--- config.mk ---
export PLATFORM = sky130hd
export DESIGN_NAME = hpsel_top
export DESIGN_NICKNAME = d
export VERILOG_FILES = /design/src/rtl/hpsel_pkg.sv /design/src/rtl/hpsel_top.sv /design/src/rtl/hpsel_uart.sv
export VERILOG_INCLUDE_DIRS = /design/src /design/src/rtl
export SDC_FILE = /design/constraint.sdc
export NUM_CORES = 1
export LEC_CHECK = 0
export ABC_AREA = 0
export BUFFER_PORTS_ARGS = -buffer_cell sky130_fd_sc_hd__buf_2
export CORE_MARGIN = 2
export CORE_UTILIZATION = 62
export DETAILED_ROUTE_END_ITERATION = 10
export PLACE_DENSITY = 0.87
export SLEW_MARGIN = 0
export SYNTH_ARGS = -nofsm -noshare
export SYNTH_HDL_FRONTEND = slang
export SYNTH_SLANG_ARGS = --single-unit
--- constraint.sdc ---
create_clock -name i_sys_clk -period 6.5 [get_ports i_sys_clk]
set_clock_uncertainty 0.2 [all_clocks]
set_input_delay 0.65 -clock i_sys_clk [delete_from_list [all_inputs] [get_ports i_sys_clk]]
set_output_delay 0.65 -clock i_sys_clk [all_outputs]
set_load 0.005 [all_outputs]
--- src/rtl/hpsel_params.svh ---
// Constants of the host port select block: pin slots, UART timing, indicator sizes.
// Included by the package; holds definitions only.
`ifndef HPSEL_PARAMS_SVH
`define HPSEL_PARAMS_SVH

`define HPSEL_CLK_HZ        32'h017D7840
`define HPSEL_BAUD_RST      32'h00002580
`define HPSEL_DIV_RST       16'(`HPSEL_CLK_HZ / `HPSEL_BAUD_RST)
`define HPSEL_DIV_W         16
`define HPSEL_CNT_W         9
`define HPSEL_NIF           3
`define HPSEL_IF_UART       0
`define HPSEL_IF_DDC        1
`define HPSEL_IF_SPI        2
`define HPSEL_PIN_TX_MISO   0
`define HPSEL_PIN_RX_MOSI   1
`define HPSEL_PIN_SCL_CLK   2
`define HPSEL_PIN_SDA_CS    3
`define HPSEL_LAST_BIT      3'h7
`define HPSEL_BUF_FULL      2'h2

`endif

--- src/rtl/hpsel_pkg.sv ---
// Types shared by the host port select top and its UART.
// Assumes hpsel_params.svh sits beside it on the include path.
package hpsel_pkg;
`include "hpsel_params.svh"

    typedef enum logic [1:0] {
        HPSEL_MODE_UD  = 2'h1,
        HPSEL_MODE_SPI = 2'h2
    } hpsel_mode_t;

    typedef enum logic [3:0] {
        HPSEL_IDLE  = 4'h1,
        HPSEL_START = 4'h2,
        HPSEL_DATA  = 4'h4,
        HPSEL_STOP  = 4'h8
    } hpsel_uart_st_t;

    typedef struct packed {
        logic       valid;
        logic [7:0] data;
    } hpsel_byte_t;

    typedef struct packed {
        logic                    en;
        logic                    pol;
        logic [`HPSEL_CNT_W-1:0] thresh;
    } hpsel_txr_cfg_t;

    typedef struct packed {
        logic [3:0] o;
        logic [3:0] oe;
    } hpsel_pins_t;

    typedef struct packed {
        hpsel_uart_st_t          tx_st;
        logic [`HPSEL_DIV_W-1:0] tx_cnt;
        logic [2:0]              tx_bit;
        logic [7:0]              tx_sh;
        logic                    tx_pin;
        hpsel_uart_st_t          rx_st;
        logic [`HPSEL_DIV_W-1:0] rx_cnt;
        logic [2:0]              rx_bit;
        logic [7:0]              rx_sh;
        hpsel_byte_t             rx_out;
    } hpsel_uart_state_t;

    typedef struct packed {
        logic                      done;
        hpsel_mode_t               mode;
        hpsel_pins_t               pins;
        logic                      ddc_scl;
        logic                      ddc_sda;
        logic                      spi_mosi;
        logic                      spi_clk;
        logic                      spi_cs_n;
        logic [`HPSEL_DIV_W-1:0]   div;
        logic [1:0][7:0]           buf_data;
        logic [1:0]                buf_cnt;
        logic                      buf_wr;
        logic                      buf_rd;
        logic [`HPSEL_NIF-1:0]     txr;
        logic                      wake;
        logic                      rx_prev;
    } hpsel_top_state_t;
endpackage

--- src/rtl/hpsel_top.sv ---
// Host port select: strap-chosen pin mapping of UART plus DDC or SPI onto four shared
// pins, a two-entry UART transmit buffer, data-pending indicators and wake on RX.
// Assumes DDC and SPI protocol cores sit outside; pins are open-drain where DDC.
`timescale 1ns/1ns
`default_nettype none
module hpsel_top
    import hpsel_pkg::*;
(
    input  wire logic                                  i_sys_clk,    // 25 MHz clock
    input  wire logic                                  i_rst_n,      // Async reset, active low
    input  wire logic                                  i_sel_strap,  // 1 or open: UART+DDC
    input  wire logic [3:0]                            i_pin,        // Shared pin levels
    output hpsel_pkg::hpsel_pins_t                     o_pins,       // Shared pin drive
    input  wire hpsel_pkg::hpsel_byte_t                i_tx,         // UART byte to send
    output logic                                       o_tx_ready,   // Buffer has room
    output hpsel_pkg::hpsel_byte_t                     o_rx,         // UART byte received
    input  wire logic                                  i_baud_wr,    // Load new divisor
    input  wire logic [`HPSEL_DIV_W-1:0]               i_baud_div,   // Clocks per bit
    input  wire logic                                  i_ddc_scl_low,// DDC core holds SCL
    input  wire logic                                  i_ddc_sda_low,// DDC core pulls SDA
    output logic                                       o_ddc_scl,    // SCL to DDC core
    output logic                                       o_ddc_sda,    // SDA to DDC core
    input  wire logic                                  i_spi_miso,   // SPI core data out
    output logic                                       o_spi_mosi,   // SPI data to core
    output logic                                       o_spi_clk,    // SPI clock to core
    output logic                                       o_spi_cs_n,   // SPI select, active low
    output logic                                       o_spi_mode,   // SPI mapping chosen
    input  wire hpsel_pkg::hpsel_txr_cfg_t [`HPSEL_NIF-1:0] i_txr_cfg,// Indicator config
    input  wire logic [`HPSEL_NIF-1:0][`HPSEL_CNT_W-1:0]    i_pend_cnt,// Bytes pending
    output logic [`HPSEL_NIF-1:0]                      o_txr,        // Indicator pins
    input  wire logic                                  i_psm,        // Power save active
    output logic                                       o_wake        // Wake request pulse
);
    import hpsel_pkg::*;

    hpsel_top_state_t st_ff;
    hpsel_top_state_t nxt_st;
    logic             uart_en;
    logic             ud_on;
    logic             spi_on;
    logic             uart_ready;
    logic             uart_tx_pin;
    logic             rx_level;
    logic             push;
    logic             pop;
    hpsel_byte_t      buf_out;
    logic [`HPSEL_NIF-1:0] txr_lvl;

    assign ud_on = st_ff.done && st_ff.mode == HPSEL_MODE_UD;
    assign spi_on = st_ff.done && st_ff.mode == HPSEL_MODE_SPI;
    assign uart_en = ud_on;
    // Unmapped RX reads idle so the UART never sees SPI traffic
    assign rx_level = ud_on ? i_pin[`HPSEL_PIN_RX_MOSI] : 1'b1;
    assign o_tx_ready = st_ff.buf_cnt != `HPSEL_BUF_FULL;
    assign push = i_tx.valid && o_tx_ready;
    assign buf_out.valid = st_ff.buf_cnt != 2'h0;
    assign buf_out.data = st_ff.buf_data[st_ff.buf_rd];
    assign pop = buf_out.valid && uart_ready;

    // Level is active while enabled, its interface mapped and count at or above threshold
    for (genvar g = 0; g < `HPSEL_NIF; g++)
    begin : g_txr
        logic live;
        assign live = (g == `HPSEL_IF_SPI) ? spi_on : ud_on;
        assign txr_lvl[g] = (i_txr_cfg[g].en && live
                             && i_pend_cnt[g] >= i_txr_cfg[g].thresh)
                            ? i_txr_cfg[g].pol : !i_txr_cfg[g].pol;
    end

    hpsel_uart u_uart (
        .i_sys_clk  (i_sys_clk),
        .i_rst_n    (i_rst_n),
        .i_en       (uart_en),
        .i_div      (st_ff.div),
        .i_tx       (buf_out),
        .o_tx_ready (uart_ready),
        .o_tx_pin   (uart_tx_pin),
        .i_rx_pin   (rx_level),
        .o_rx       (o_rx)
    );

    always_comb
    begin
        nxt_st = st_ff;
        if (!st_ff.done)
        begin
            nxt_st.done = 1'b1;
            nxt_st.mode = i_sel_strap ? HPSEL_MODE_UD : HPSEL_MODE_SPI;
        end
        if (i_baud_wr)
            nxt_st.div = i_baud_div;
        if (push)
        begin
            nxt_st.buf_data[st_ff.buf_wr] = i_tx.data;
            nxt_st.buf_wr = !st_ff.buf_wr;
        end
        if (pop)
            nxt_st.buf_rd = !st_ff.buf_rd;
        nxt_st.buf_cnt = st_ff.buf_cnt + {1'b0, push} - {1'b0, pop};
        nxt_st.pins = '0;
        nxt_st.ddc_scl = 1'b1;
        nxt_st.ddc_sda = 1'b1;
        nxt_st.spi_mosi = 1'b0;
        nxt_st.spi_clk = 1'b0;
        nxt_st.spi_cs_n = 1'b1;
        if (ud_on)
        begin
            nxt_st.pins.o[`HPSEL_PIN_TX_MISO] = uart_tx_pin;
            nxt_st.pins.oe[`HPSEL_PIN_TX_MISO] = 1'b1;
            nxt_st.pins.oe[`HPSEL_PIN_SCL_CLK] = i_ddc_scl_low;
            nxt_st.pins.oe[`HPSEL_PIN_SDA_CS] = i_ddc_sda_low;
            nxt_st.ddc_scl = i_pin[`HPSEL_PIN_SCL_CLK];
            nxt_st.ddc_sda = i_pin[`HPSEL_PIN_SDA_CS];
        end
        else if (spi_on)
        begin
            // MISO floats while deselected so a shared bus stays free
            nxt_st.pins.o[`HPSEL_PIN_TX_MISO] = i_spi_miso;
            nxt_st.pins.oe[`HPSEL_PIN_TX_MISO] = !i_pin[`HPSEL_PIN_SDA_CS];
            nxt_st.spi_mosi = i_pin[`HPSEL_PIN_RX_MOSI];
            nxt_st.spi_clk = i_pin[`HPSEL_PIN_SCL_CLK];
            nxt_st.spi_cs_n = i_pin[`HPSEL_PIN_SDA_CS];
        end
        nxt_st.txr = txr_lvl;
        nxt_st.rx_prev = rx_level;
        nxt_st.wake = i_psm && ud_on && (rx_level != st_ff.rx_prev);
    end

    always_ff @(posedge i_sys_clk or negedge i_rst_n)
    begin
        if (!i_rst_n)
        begin
            st_ff <= '0;
            st_ff.mode <= HPSEL_MODE_UD;
            st_ff.ddc_scl <= 1'b1;
            st_ff.ddc_sda <= 1'b1;
            st_ff.spi_cs_n <= 1'b1;
            st_ff.div <= `HPSEL_DIV_RST;
            st_ff.rx_prev <= 1'b1;
        end
        else
            st_ff <= nxt_st;
    end

    assign o_pins = st_ff.pins;
    assign o_ddc_scl = st_ff.ddc_scl;
    assign o_ddc_sda = st_ff.ddc_sda;
    assign o_spi_mosi = st_ff.spi_mosi;
    assign o_spi_clk = st_ff.spi_clk;
    assign o_spi_cs_n = st_ff.spi_cs_n;
    assign o_spi_mode = spi_on;
    // Reset value is inactive for pol=1, since config arrives after reset
    assign o_txr = st_ff.txr;
    assign o_wake = st_ff.wake;
endmodule
`default_nettype wire

--- src/rtl/hpsel_uart.sv ---
// Asynchronous 8N1 UART, transmit and receive, bit time set by a clock divisor.
// Assumes i_rx_pin is synchronous to i_sys_clk and idles high when unused.
`timescale 1ns/1ns
`default_nettype none
module hpsel_uart
    import hpsel_pkg::*;
(
    input  wire logic                    i_sys_clk,   // System clock
    input  wire logic                    i_rst_n,     // Async reset, active low
    input  wire logic                    i_en,        // UART owns the pins
    input  wire logic [`HPSEL_DIV_W-1:0] i_div,       // Clocks per bit
    input  wire hpsel_pkg::hpsel_byte_t  i_tx,        // Byte to send
    output logic                         o_tx_ready,  // Enabled and idle: a valid byte is taken this cycle
    output logic                         o_tx_pin,    // Serial out, idle high
    input  wire logic                    i_rx_pin,    // Serial in
    output hpsel_pkg::hpsel_byte_t       o_rx         // Received byte, one-cycle valid
);
    import hpsel_pkg::*;

    hpsel_uart_state_t st_ff;
    hpsel_uart_state_t nxt_st;
    logic [`HPSEL_DIV_W-1:0] bit_last;

    assign bit_last = i_div - `HPSEL_DIV_W'(1);
    // No handshake lines: sending depends only on i_en, the transmitter being idle and i_tx.valid
    assign o_tx_ready = i_en && (st_ff.tx_st == HPSEL_IDLE);
    assign o_tx_pin = st_ff.tx_pin;
    assign o_rx = st_ff.rx_out;

    always_comb
    begin
        nxt_st = st_ff;
        nxt_st.rx_out.valid = 1'b0;
        if (st_ff.tx_cnt != '0)
            nxt_st.tx_cnt = st_ff.tx_cnt - `HPSEL_DIV_W'(1);
        if (st_ff.rx_cnt != '0)
            nxt_st.rx_cnt = st_ff.rx_cnt - `HPSEL_DIV_W'(1);
        case (st_ff.tx_st)
            HPSEL_IDLE:
                if (o_tx_ready && i_tx.valid)
                begin
                    nxt_st.tx_sh = i_tx.data;
                    nxt_st.tx_pin = 1'b0;
                    nxt_st.tx_cnt = bit_last;
                    nxt_st.tx_st = HPSEL_START;
                end
            HPSEL_START, HPSEL_DATA:
                if (st_ff.tx_cnt == '0)
                begin
                    nxt_st.tx_cnt = bit_last;
                    if (st_ff.tx_st == HPSEL_DATA && st_ff.tx_bit == `HPSEL_LAST_BIT)
                    begin
                        nxt_st.tx_pin = 1'b1;
                        nxt_st.tx_st = HPSEL_STOP;
                    end
                    else
                    begin
                        nxt_st.tx_pin = st_ff.tx_sh[0];
                        nxt_st.tx_sh = {1'b0, st_ff.tx_sh[7:1]};
                        nxt_st.tx_bit = (st_ff.tx_st == HPSEL_START) ? 3'h0
                                        : st_ff.tx_bit + 3'h1;
                        nxt_st.tx_st = HPSEL_DATA;
                    end
                end
            HPSEL_STOP:
                if (st_ff.tx_cnt == '0)
                    nxt_st.tx_st = HPSEL_IDLE;
            default:
                nxt_st.tx_st = HPSEL_IDLE;
        endcase
        case (st_ff.rx_st)
            HPSEL_IDLE:
                if (i_en && !i_rx_pin)
                begin
                    // Check the start bit at its middle to reject glitches
                    nxt_st.rx_cnt = {1'b0, i_div[`HPSEL_DIV_W-1:1]};
                    nxt_st.rx_st = HPSEL_START;
                end
            HPSEL_START:
                if (st_ff.rx_cnt == '0)
                begin
                    nxt_st.rx_cnt = bit_last;
                    nxt_st.rx_bit = 3'h0;
                    nxt_st.rx_st = i_rx_pin ? HPSEL_IDLE : HPSEL_DATA;
                end
            HPSEL_DATA:
                if (st_ff.rx_cnt == '0)
                begin
                    nxt_st.rx_sh = {i_rx_pin, st_ff.rx_sh[7:1]};
                    nxt_st.rx_cnt = bit_last;
                    nxt_st.rx_bit = st_ff.rx_bit + 3'h1;
                    if (st_ff.rx_bit == `HPSEL_LAST_BIT)
                        nxt_st.rx_st = HPSEL_STOP;
                end
            HPSEL_STOP:
                if (st_ff.rx_cnt == '0)
                begin
                    // Framing error drops the byte silently
                    nxt_st.rx_out.valid = i_rx_pin;
                    nxt_st.rx_out.data = st_ff.rx_sh;
                    nxt_st.rx_st = HPSEL_IDLE;
                end
            default:
                nxt_st.rx_st = HPSEL_IDLE;
        endcase
    end

    always_ff @(posedge i_sys_clk or negedge i_rst_n)
    begin
        if (!i_rst_n)
        begin
            st_ff <= '0;
            st_ff.tx_st <= HPSEL_IDLE;
            st_ff.rx_st <= HPSEL_IDLE;
            st_ff.tx_pin <= 1'b1;
        end
        else
            st_ff <= nxt_st;
    end
endmodule
`default_nettype wire

==> flow_summary.rst, run 1 <==
.. list-table::
   :header-rows: 1

   * - Metric
     - Value
   * - Global-route wire length before repair
     - 29500 um
   * - Number of endpoints failing setup at the final stage
     - 0
   * - Final worst slack
     - 3.30 ns
   * - Total wire length after detailed routing
     - 17800 um
   * - Placer Congestion
     - 0.920
   * - Pin slew with the least headroom to its limit
     - 1.03 ns
   * - Number of CTS-inserted buffers
     - 17
   * - Crit path time final
     - 3.20 ns
   * - Cell family with the largest share of critical-path delay
     - simple AND/OR/NAND/NOR gates
   * - Proportion of synthesized chip area in sequential cells
     - 0.419
   * - Mapped Cells
     - 728
   * - Global-route usage over all layers
     - 0.288
   * - Largest stage delay on the critical path
     - 0.78 ns
   * - Leakage power figure
     - 4.11 nW
   * - Depth of the worst register-to-register path
     - 6
   * - Depth of the CTS H-tree
     - 4
   * - Multiplexer share of the synthesized area
     - 0.131
   * - # nets final
     - 963
   * - Synth Area in XOR/XNOR
     - 0.0351
   * - Hold/Removal Path Class
     - in2async
   * - Maximum capacitance violations
     - 0
   * - Buffers added on ports
     - 119
   * - Reg2reg setup slack
     - 3.30 ns
   * - Total negative slack for setup checks
     - 0 ns
   * - Yosys warnings
     - 0
   * - Critical Path AT
     - 3.32 ns
   * - Antenna cell count
     - 0
   * - Number of nets with antenna violations after routing
     - 0
   * - Post-CTS Resized
     - 0
   * - Area growth syn-to-layout
     - 15.1%
   * - # Post-CTS Setup Buffers
     - 0
   * - Cell at the slowest stage of the critical path
     - sky130_fd_sc_hd__nor2_1
   * - Critical Path Fanout Max
     - 22
   * - Die outline area
     - 0.0130 mm2
   * - Initial standard-cell utilization of the core
     - 0.629
   * - Synth Area in Simple Gates
     - 0.166
   * - Detailed-route via count
     - 6146
   * - Dominant combinational cell family by area after synthesis
     - simple AND/OR/NAND/NOR gates
   * - Max clock buf depth
     - 2
   * - Die span in x
     - 114 um
   * - Combinational share of power
     - 0.280
   * - Unrepaired setup endpoints after global routing
     - false
   * - Core area
     - 0.0119 mm2
   * - Crit share post-route
     - 0.493
   * - Compound-cell area share of the yosys netlist
     - 0.130
   * - Largest net degree at the start of global routing
     - 66
   * - Pwr/cell area
     - 349 mW/mm2
   * - Crit. End Element
     - register
   * - Mapped cell area
     - 0.00750 mm2
   * - Row count
     - 40
   * - Die extent in y
     - 114 um
   * - Clock Pin Slew Worst Setup and Hold Paths
     - 0.06 ns
   * - Post-synthesis adder-cell area fraction
     - 0.0618
   * - Grt total ovfl
     - 0
   * - Drt via density
     - 6.21
   * - CTS Hold Bufs
     - 0
   * - Clock share of power
     - 0.306
   * - Startpoint-to-endpoint class of the critical path
     - reg2reg
   * - CP Launch Type
     - register
   * - Initial antenna violation count
     - 0
   * - Switching fraction of total power
     - 0.346
   * - Flop pwr share
     - 0.413
   * - Worst setup slack before clock tree synthesis
     - 3.17 ns
   * - Detailed-routing iteration count for the pre-antenna-repair pass
     - 5
   * - Post-DP HPWL
     - 12700 um
   * - Power dissipated by switching net loads
     - 1.04 mW
   * - Maximum frequency from static timing analysis
     - 312 MHz
   * - Startpoint of the lowest-slack register-to-register path
     - st_ff[54]$_DFFE_PN1N_
   * - Tightest slew margin relative to the limit
     - 0.313
   * - Fraction of layout cells with a size suffix above 1
     - 0.284
   * - Crit path buf inv count
     - 1
   * - Average detailed-routed wire length per instance
     - 18.0 um
   * - Root cell of the clock tree
     - sky130_fd_sc_hd__clkbuf_16
   * - Number of enable-type register cells in the synthesized netlist
     - 0
   * - TritonCTS clock tree
     - built
   * - Cell internal power dissipation
     - 1.97 mW
   * - Vias in the first global route
     - 6286
   * - Clock latency on the worst-skew pair
     - 0.43 ns
   * - Remaining routing DRC violations
     - 0
   * - Clock tree sinks
     - 125
   * - I/O pin total
     - 125
   * - Synthesized area per cell
     - 10.3 um2
   * - Primary FF master, synth
     - sky130_fd_sc_hd__dfrtp_1
   * - Number of hold violations in the final report
     - 0
   * - Cells along the critical path
     - nand3b_1 > nor2_1 > inv_1 > o21ai_0 > a31oi_1 > a211o_1
   * - Result of the run
     - finished clean
   * - Reg2Reg Capture Point
     - u_uart.st_ff[31]$_DFF_PN0_
   * - IR drop worst, VDD
     - 0.252 mV
   * - Final max-slew violation count
     - 0
   * - DRC violation total after the first TritonRoute iteration
     - 609
   * - Worst Path Required
     - 6.62 ns
   * - Number of flip-flops and latches in the synthesized netlist
     - 125
   * - Post-synthesis async set-or-reset flop share
     - 1.00
   * - Distinct cell type count after synthesis
     - 75
-- final cells by class --
cell class,instances,area [um2]
Fill cell,830,3280
Clock buffer,18,429
Multi-Input combinational cell,518,3940
Clock inverter,14,145
Timing Repair Buffer,122,621
Tap cell,147,184
Sequential cell,125,3140
Inverter,45,169
-- metrics by stage --
stage | hold WS [ns] | util | power (mW) | instances | area, um2
after floorplan | 0.154 | - | 1.83 | 731 | 7510
after global placement | 0.271 | 0.676 | 2.00 | 957 | 8060
after detailed placement | 0.287 | 0.676 | 2.07 | 957 | 8060
after CTS | 0.146 | 0.725 | 3.01 | 989 | 8630
after global routing | 0.184 | 0.725 | 3.18 | 989 | 8630
final | 0.115 | 0.725 | 3.01 | 989 | 8630
-- cell families after synthesis --
logic type,Yosys count
adders and majority gates,37
buffers and inverters,88
other,2
xor gates and xnor gates,30
muxes,88
and+or+nand+nor,219
DFF,125
AOI/OAI and AO/OA,139
-- metal layers --
layer | GRT usage | vias up | wire (um)
met5 | 0 | - | 0
met4 | 0.126 | 0 | 444
met3 | 0.0670 | 60 | 1350
met2 | 0.486 | 304 | 8780
met1 | 0.356 | 2952 | 7180
li1 | - | 2830 | -
-- placed cells by master, fill, tap and decap left out, types with 7 or more instances in the layout --
master | Yosys | layout
sky130_fd_sc_hd__ha_1 | 37 | 37
sky130_fd_sc_hd__a31oi_1 | 9 | 9
sky130_fd_sc_hd__dfstp_2 | 13 | 13
sky130_fd_sc_hd__a21oi_1 | 19 | 19
sky130_fd_sc_hd__inv_1 | 44 | 44
sky130_fd_sc_hd__o31ai_1 | 9 | 9
sky130_fd_sc_hd__and2_1 | 8 | 8
sky130_fd_sc_hd__dfrtp_1 | 112 | 112
sky130_fd_sc_hd__or3_1 | 14 | 14
sky130_fd_sc_hd__a211oi_1 | 10 | 10
sky130_fd_sc_hd__buf_2 | 6 | 118
sky130_fd_sc_hd__xnor2_1 | 15 | 15
sky130_fd_sc_hd__o211ai_1 | 7 | 7
sky130_fd_sc_hd__nor4_1 | 13 | 13
sky130_fd_sc_hd__clkbuf_16 | 0 | 17
sky130_fd_sc_hd__mux2i_1 | 31 | 31
sky130_fd_sc_hd__nand2b_1 | 13 | 13
sky130_fd_sc_hd__nand3_1 | 23 | 23
sky130_fd_sc_hd__nor2_1 | 49 | 49
sky130_fd_sc_hd__mux2_4 | 7 | 7
sky130_fd_sc_hd__xor2_1 | 15 | 15
sky130_fd_sc_hd__o21a_1 | 7 | 7
sky130_fd_sc_hd__nand2_1 | 40 | 40
sky130_fd_sc_hd__mux2_2 | 44 | 44
sky130_fd_sc_hd__nor3_1 | 20 | 20
sky130_fd_sc_hd__o21ai_0 | 28 | 28
-- cell usage after synthesis (all sizes together) (8+ instances only) --
library cell	count	area, um2
dfrtp	112	2800
mux2	57	668
nor2	50	204
inv	45	169
nand2	41	161
ha	37	463
mux2i	31	310
buf	30	206
o21ai	28	140
nand3	23	115
nor3	22	126
a21oi	19	95.1
nor4	16	145
xnor2	15	131
xor2	15	131
nand2b	14	95.1
or3	14	87.6
clkbuf	13	48.8
dfstp	13	342
a211oi	10	75.1
a31oi	9	56.3
o31ai	9	67.6
and2	8	50.1
-- power by group through the flow --
| stage | sequential (mW) | combinational, mW | clock [mW] |
|---|---|---|---|
| after floorplan | 1.17 | 0.663 | 0 |
| after global placement | 1.22 | 0.779 | 0 |
| after detailed placement | 1.24 | 0.826 | 0 |
| after CTS | 1.24 | 0.839 | 0.933 |
| after global routing | 1.27 | 0.940 | 0.967 |
| final | 1.24 | 0.844 | 0.922 |
-- sequential cells by signal, indices dropped and copies added (netlist names) --
signal / cells
u_uart.st_ff: 62
st_ff: 40
u_uart.o_rx: 9
o_pins: 4
o_txr: 3
o_ddc_scl: 1
o_ddc_sda: 1
o_spi_clk: 1
o_spi_cs_n: 1
o_spi_mosi: 1
o_wake: 1
u_uart.o_tx_pin: 1
-- worst register-to-register path: cells and delay by family (launching register included) --
family	cells	cell delay, ns
DFF	1	0.54
buffers and inverters	1	0.67
and+or+nand+nor	2	0.88
AOI/OAI and AO/OA	3	0.80
-- worst max path at each step --
| stage | from | to | slack [ns] | cells past startpoint |
|---|---|---|---|---|
| 2_1_floorplan | u_uart.st_ff[69]$_DFFE_PN0P_ | st_ff[8]$_DFF_PN0_ | 4.05 | 10 |
| 3_3_place_gp | i_pin[1] | u_uart.st_ff[34]$_DFF_PN0_ | 3.26 | 6 |
| 3_5_place_dp | i_pin[1] | u_uart.st_ff[31]$_DFF_PN0_ | 3.17 | 6 |
| 4_1_cts | st_ff[54]$_DFFE_PN1N_ | u_uart.st_ff[31]$_DFF_PN0_ | 3.32 | 6 |
| 5_1_grt | st_ff[54]$_DFFE_PN1N_ | u_uart.st_ff[31]$_DFF_PN0_ | 3.08 | 6 |
| 6_report | st_ff[54]$_DFFE_PN1N_ | u_uart.st_ff[31]$_DFF_PN0_ | 3.30 | 6 |
No activity file was read; power rests on OpenSTA's default activity.
==> inputs of run 2 (changes only) <==
Settings changed: CORE_UTILIZATION 62 to 52, PLACE_DENSITY 0.87 to 0.78.
Clock period 6.5 ns to 2.9 ns, I/O delays scaled along.
==> run 2 against run 1 <==
Compared with the run above: core utilization shrank 6.8 points; sequential power rose by 120%; via count is 1.0% lower; non-clock buffer count increased by 53; critical endpoint is now u_uart.st_ff[61]$_DFF_PN0_; total power up 130%.
==> flow_summary.rst, run 2 (synthesis results as in run 1) <==
.. list-table::
   :header-rows: 1

   * - Metric
     - Value
   * - TritonCTS clock tree
     - built
   * - Flop pwr share
     - 0.407
   * - Startpoint-to-endpoint class of the critical path
     - reg2reg
   * - Fill count
     - 1061
   * - Drt via density
     - 5.66
   * - Vias in the first global route
     - 5860
   * - Maximum frequency from static timing analysis
     - 370 MHz
   * - Worst setup slack before clock tree synthesis
     - 0.241 ns
   * - Total negative slack for setup checks
     - 0 ns
   * - Number of endpoints failing setup at the final stage
     - 0
   * - Remaining routing DRC violations
     - 0
   * - Detailed-route via count
     - 6083
   * - Pwr/cell area
     - 739 mW/mm2
   * - Average detailed-routed wire length per instance
     - 16.1 um
   * - Routed metal-1 wire length
     - 7610 um
   * - Area growth syn-to-layout
     - 22.6%
   * - Number of hold violations in the final report
     - 0
   * - Clock latency on the worst-skew pair
     - 0.42 ns
   * - Largest stage delay on the critical path
     - 0.80 ns
   * - Worst Path Required
     - 3.00 ns
   * - Total power
     - 6.79 mW
   * - Maximum capacitance violations
     - 0
   * - Crit. End Element
     - register
   * - Critical Path AT
     - 2.80 ns
   * - Combinational share of power
     - 0.285
   * - Die extent in y
     - 124 um
   * - Highest metal layer with signal wires
     - met4
   * - Cells along the critical path
     - inv_1 > ha_1 > nor4b_2 > nand4b_2 > nor3_2 > nor2_1 > mux2_2
   * - Depth of the CTS H-tree
     - 4
   * - Die span in x
     - 124 um
   * - Cell internal power dissipation
     - 4.54 mW
   * - Post-DP HPWL
     - 12200 um
   * - Clock share of power
     - 0.308
   * - Register Area
     - 0.00314 mm2
   * - I/O pin total
     - 125
   * - Leakage power figure
     - 4.37 nW
   * - Grt total ovfl
     - 0
   * - Number of nets with antenna violations after routing
     - 0
   * - Result of the run
     - finished clean
   * - Global-route wire length before repair
     - 27600 um
   * - Number of standard cells in the final layout excluding fillers
     - 1075
   * - Met2 WL post-DR
     - 8130 um
   * - Global-route usage over all layers
     - 0.233
   * - Tightest slew margin relative to the limit
     - 0.288
   * - Fin Hold WS
     - 0.0385 ns
   * - Antenna cell count
     - 0
   * - Initial antenna violation count
     - 0
   * - Power dissipated by switching net loads
     - 2.25 mW
   * - Cell at the slowest stage of the critical path
     - sky130_fd_sc_hd__nor2_1
   * - Most flop-heavy register
     - u_uart.st_ff
   * - Largest net degree at the start of global routing
     - 54
   * - Final worst slack
     - 0.194 ns
   * - Hold/Removal Path Class
     - in2reg
   * - Max clock buf depth
     - 2
   * - Multi-input logic area
     - 0.00394 mm2
   * - Die outline area
     - 0.0154 mm2
   * - Met3 WL
     - 1250 um
   * - Final max-slew violation count
     - 0
   * - Leading cell types in the layout, fill and taps excluded
     - 118 x sky130_fd_sc_hd__buf_2, 112 x sky130_fd_sc_hd__dfrtp_1, 49 x sky130_fd_sc_hd__nor2_1
   * - Crit path time final
     - 2.71 ns
   * - Buffers added on ports
     - 119
   * - Cell total after placement
     - 1007
   * - Switching fraction of total power
     - 0.331
   * - Initial standard-cell utilization of the core
     - 0.536
   * - Flip-flop count of the largest register after layout
     - 62
   * - Unrepaired setup endpoints after global routing
     - false
   * - Detailed-routing iteration count for the pre-antenna-repair pass
     - 5
   * - Row count
     - 43
   * - Pin slew with the least headroom to its limit
     - 1.06 ns
   * - Crit share post-route
     - 0.933
   * - Placer Congestion
     - 0.927
   * - Number of CTS-inserted buffers
     - 17
   * - # nets final
     - 1016
   * - IR drop worst, VDD
     - 0.539 mV
   * - Clock tree sinks
     - 125
   * - Critical Path Fanout Max
     - 11
   * - Post-CTS Resized
     - 0
   * - Clock Pin Slew Worst Setup and Hold Paths
     - 0.06 ns
   * - DRC violation total after the first TritonRoute iteration
     - 431
   * - CP Launch Type
     - register
   * - Core area
     - 0.0140 mm2
   * - Total wire length after detailed routing
     - 17300 um
   * - Most frequent standard cell in the layout excluding fill and tap cells
     - sky130_fd_sc_hd__buf_2
   * - Fraction of layout cells with a size suffix above 1
     - 0.285
   * - Root cell of the clock tree
     - sky130_fd_sc_hd__clkbuf_16
run 2: area by class of cell:
cell class,instances,area share
Sequential cell,125,0.342
Timing Repair Buffer,175,0.122
Inverter,45,0.0184
Tap cell,180,0.0245
Clock inverter,10,0.0124
Clock buffer,22,0.0516
Multi-Input combinational cell,518,0.429
run 2: metal layers:
layer  track usage  vias to the layer above
met5             0                        -
met4        0.0850                        0
met3        0.0559                       23
met2         0.380                      225
met1         0.302                     2891
li1              -                     2944
run 2: final timing paths:
kind	start	depth (start not counted)	end	slack [ns]
setup / recovery	u_uart.st_ff[52]$_DFF_PN0_	7	u_uart.st_ff[61]$_DFF_PN0_	0.19
hold / removal	i_tx[8]	3	st_ff[6]$_DFFE_PN0P_	0.04
max in group asynchronous	i_rst_n	3	st_ff[24]$_DFFE_PN0P_	1.48
hold reg to reg	u_uart.st_ff[17]$_DFFE_PN0P_	1	u_uart.st_ff[17]$_DFFE_PN0P_	0.29
setup reg to reg	u_uart.st_ff[52]$_DFF_PN0_	7	u_uart.st_ff[61]$_DFF_PN0_	0.19
min in group asynchronous	i_rst_n	2	u_uart.st_ff[12]$_DFFE_PN0P_	0.26
run 2: repair_timing:
| action | in CTS | in global routing |
|---|---|---|
| hold buffers | 36 | 0 |
| setup buffers | 0 | 0 |
| hold endpoints to repair | 89 | 0 |
run 2: power by group through the flow:
stage	Clock (mW)	Combinational (mW)	Sequential, mW
final	2.09	1.94	2.76
after floorplan	0	1.49	2.61
after global routing	2.21	2.17	2.83
after detailed placement	0	1.86	2.77
after global placement	0	1.81	2.75
after CTS	2.13	1.93	2.75
run 2: stage by stage:
step / util / cell area, um2
floorplan: - / 7510
global placement: 0.589 / 8240
detailed placement: 0.589 / 8240
CTS: 0.657 / 9190
global route: 0.657 / 9190
finish: 0.657 / 9190
run 2: worst max-delay path, delay by kind of cell, from the launching register on:
| kind | cells | cell delay [ns] |
|---|---|---|
| mux | 1 | 0.41 |
| buf+inv | 1 | 0.06 |
| simple gates | 4 | 1.23 |
| fa+ha+maj | 1 | 0.27 |
| flops | 1 | 0.41 |
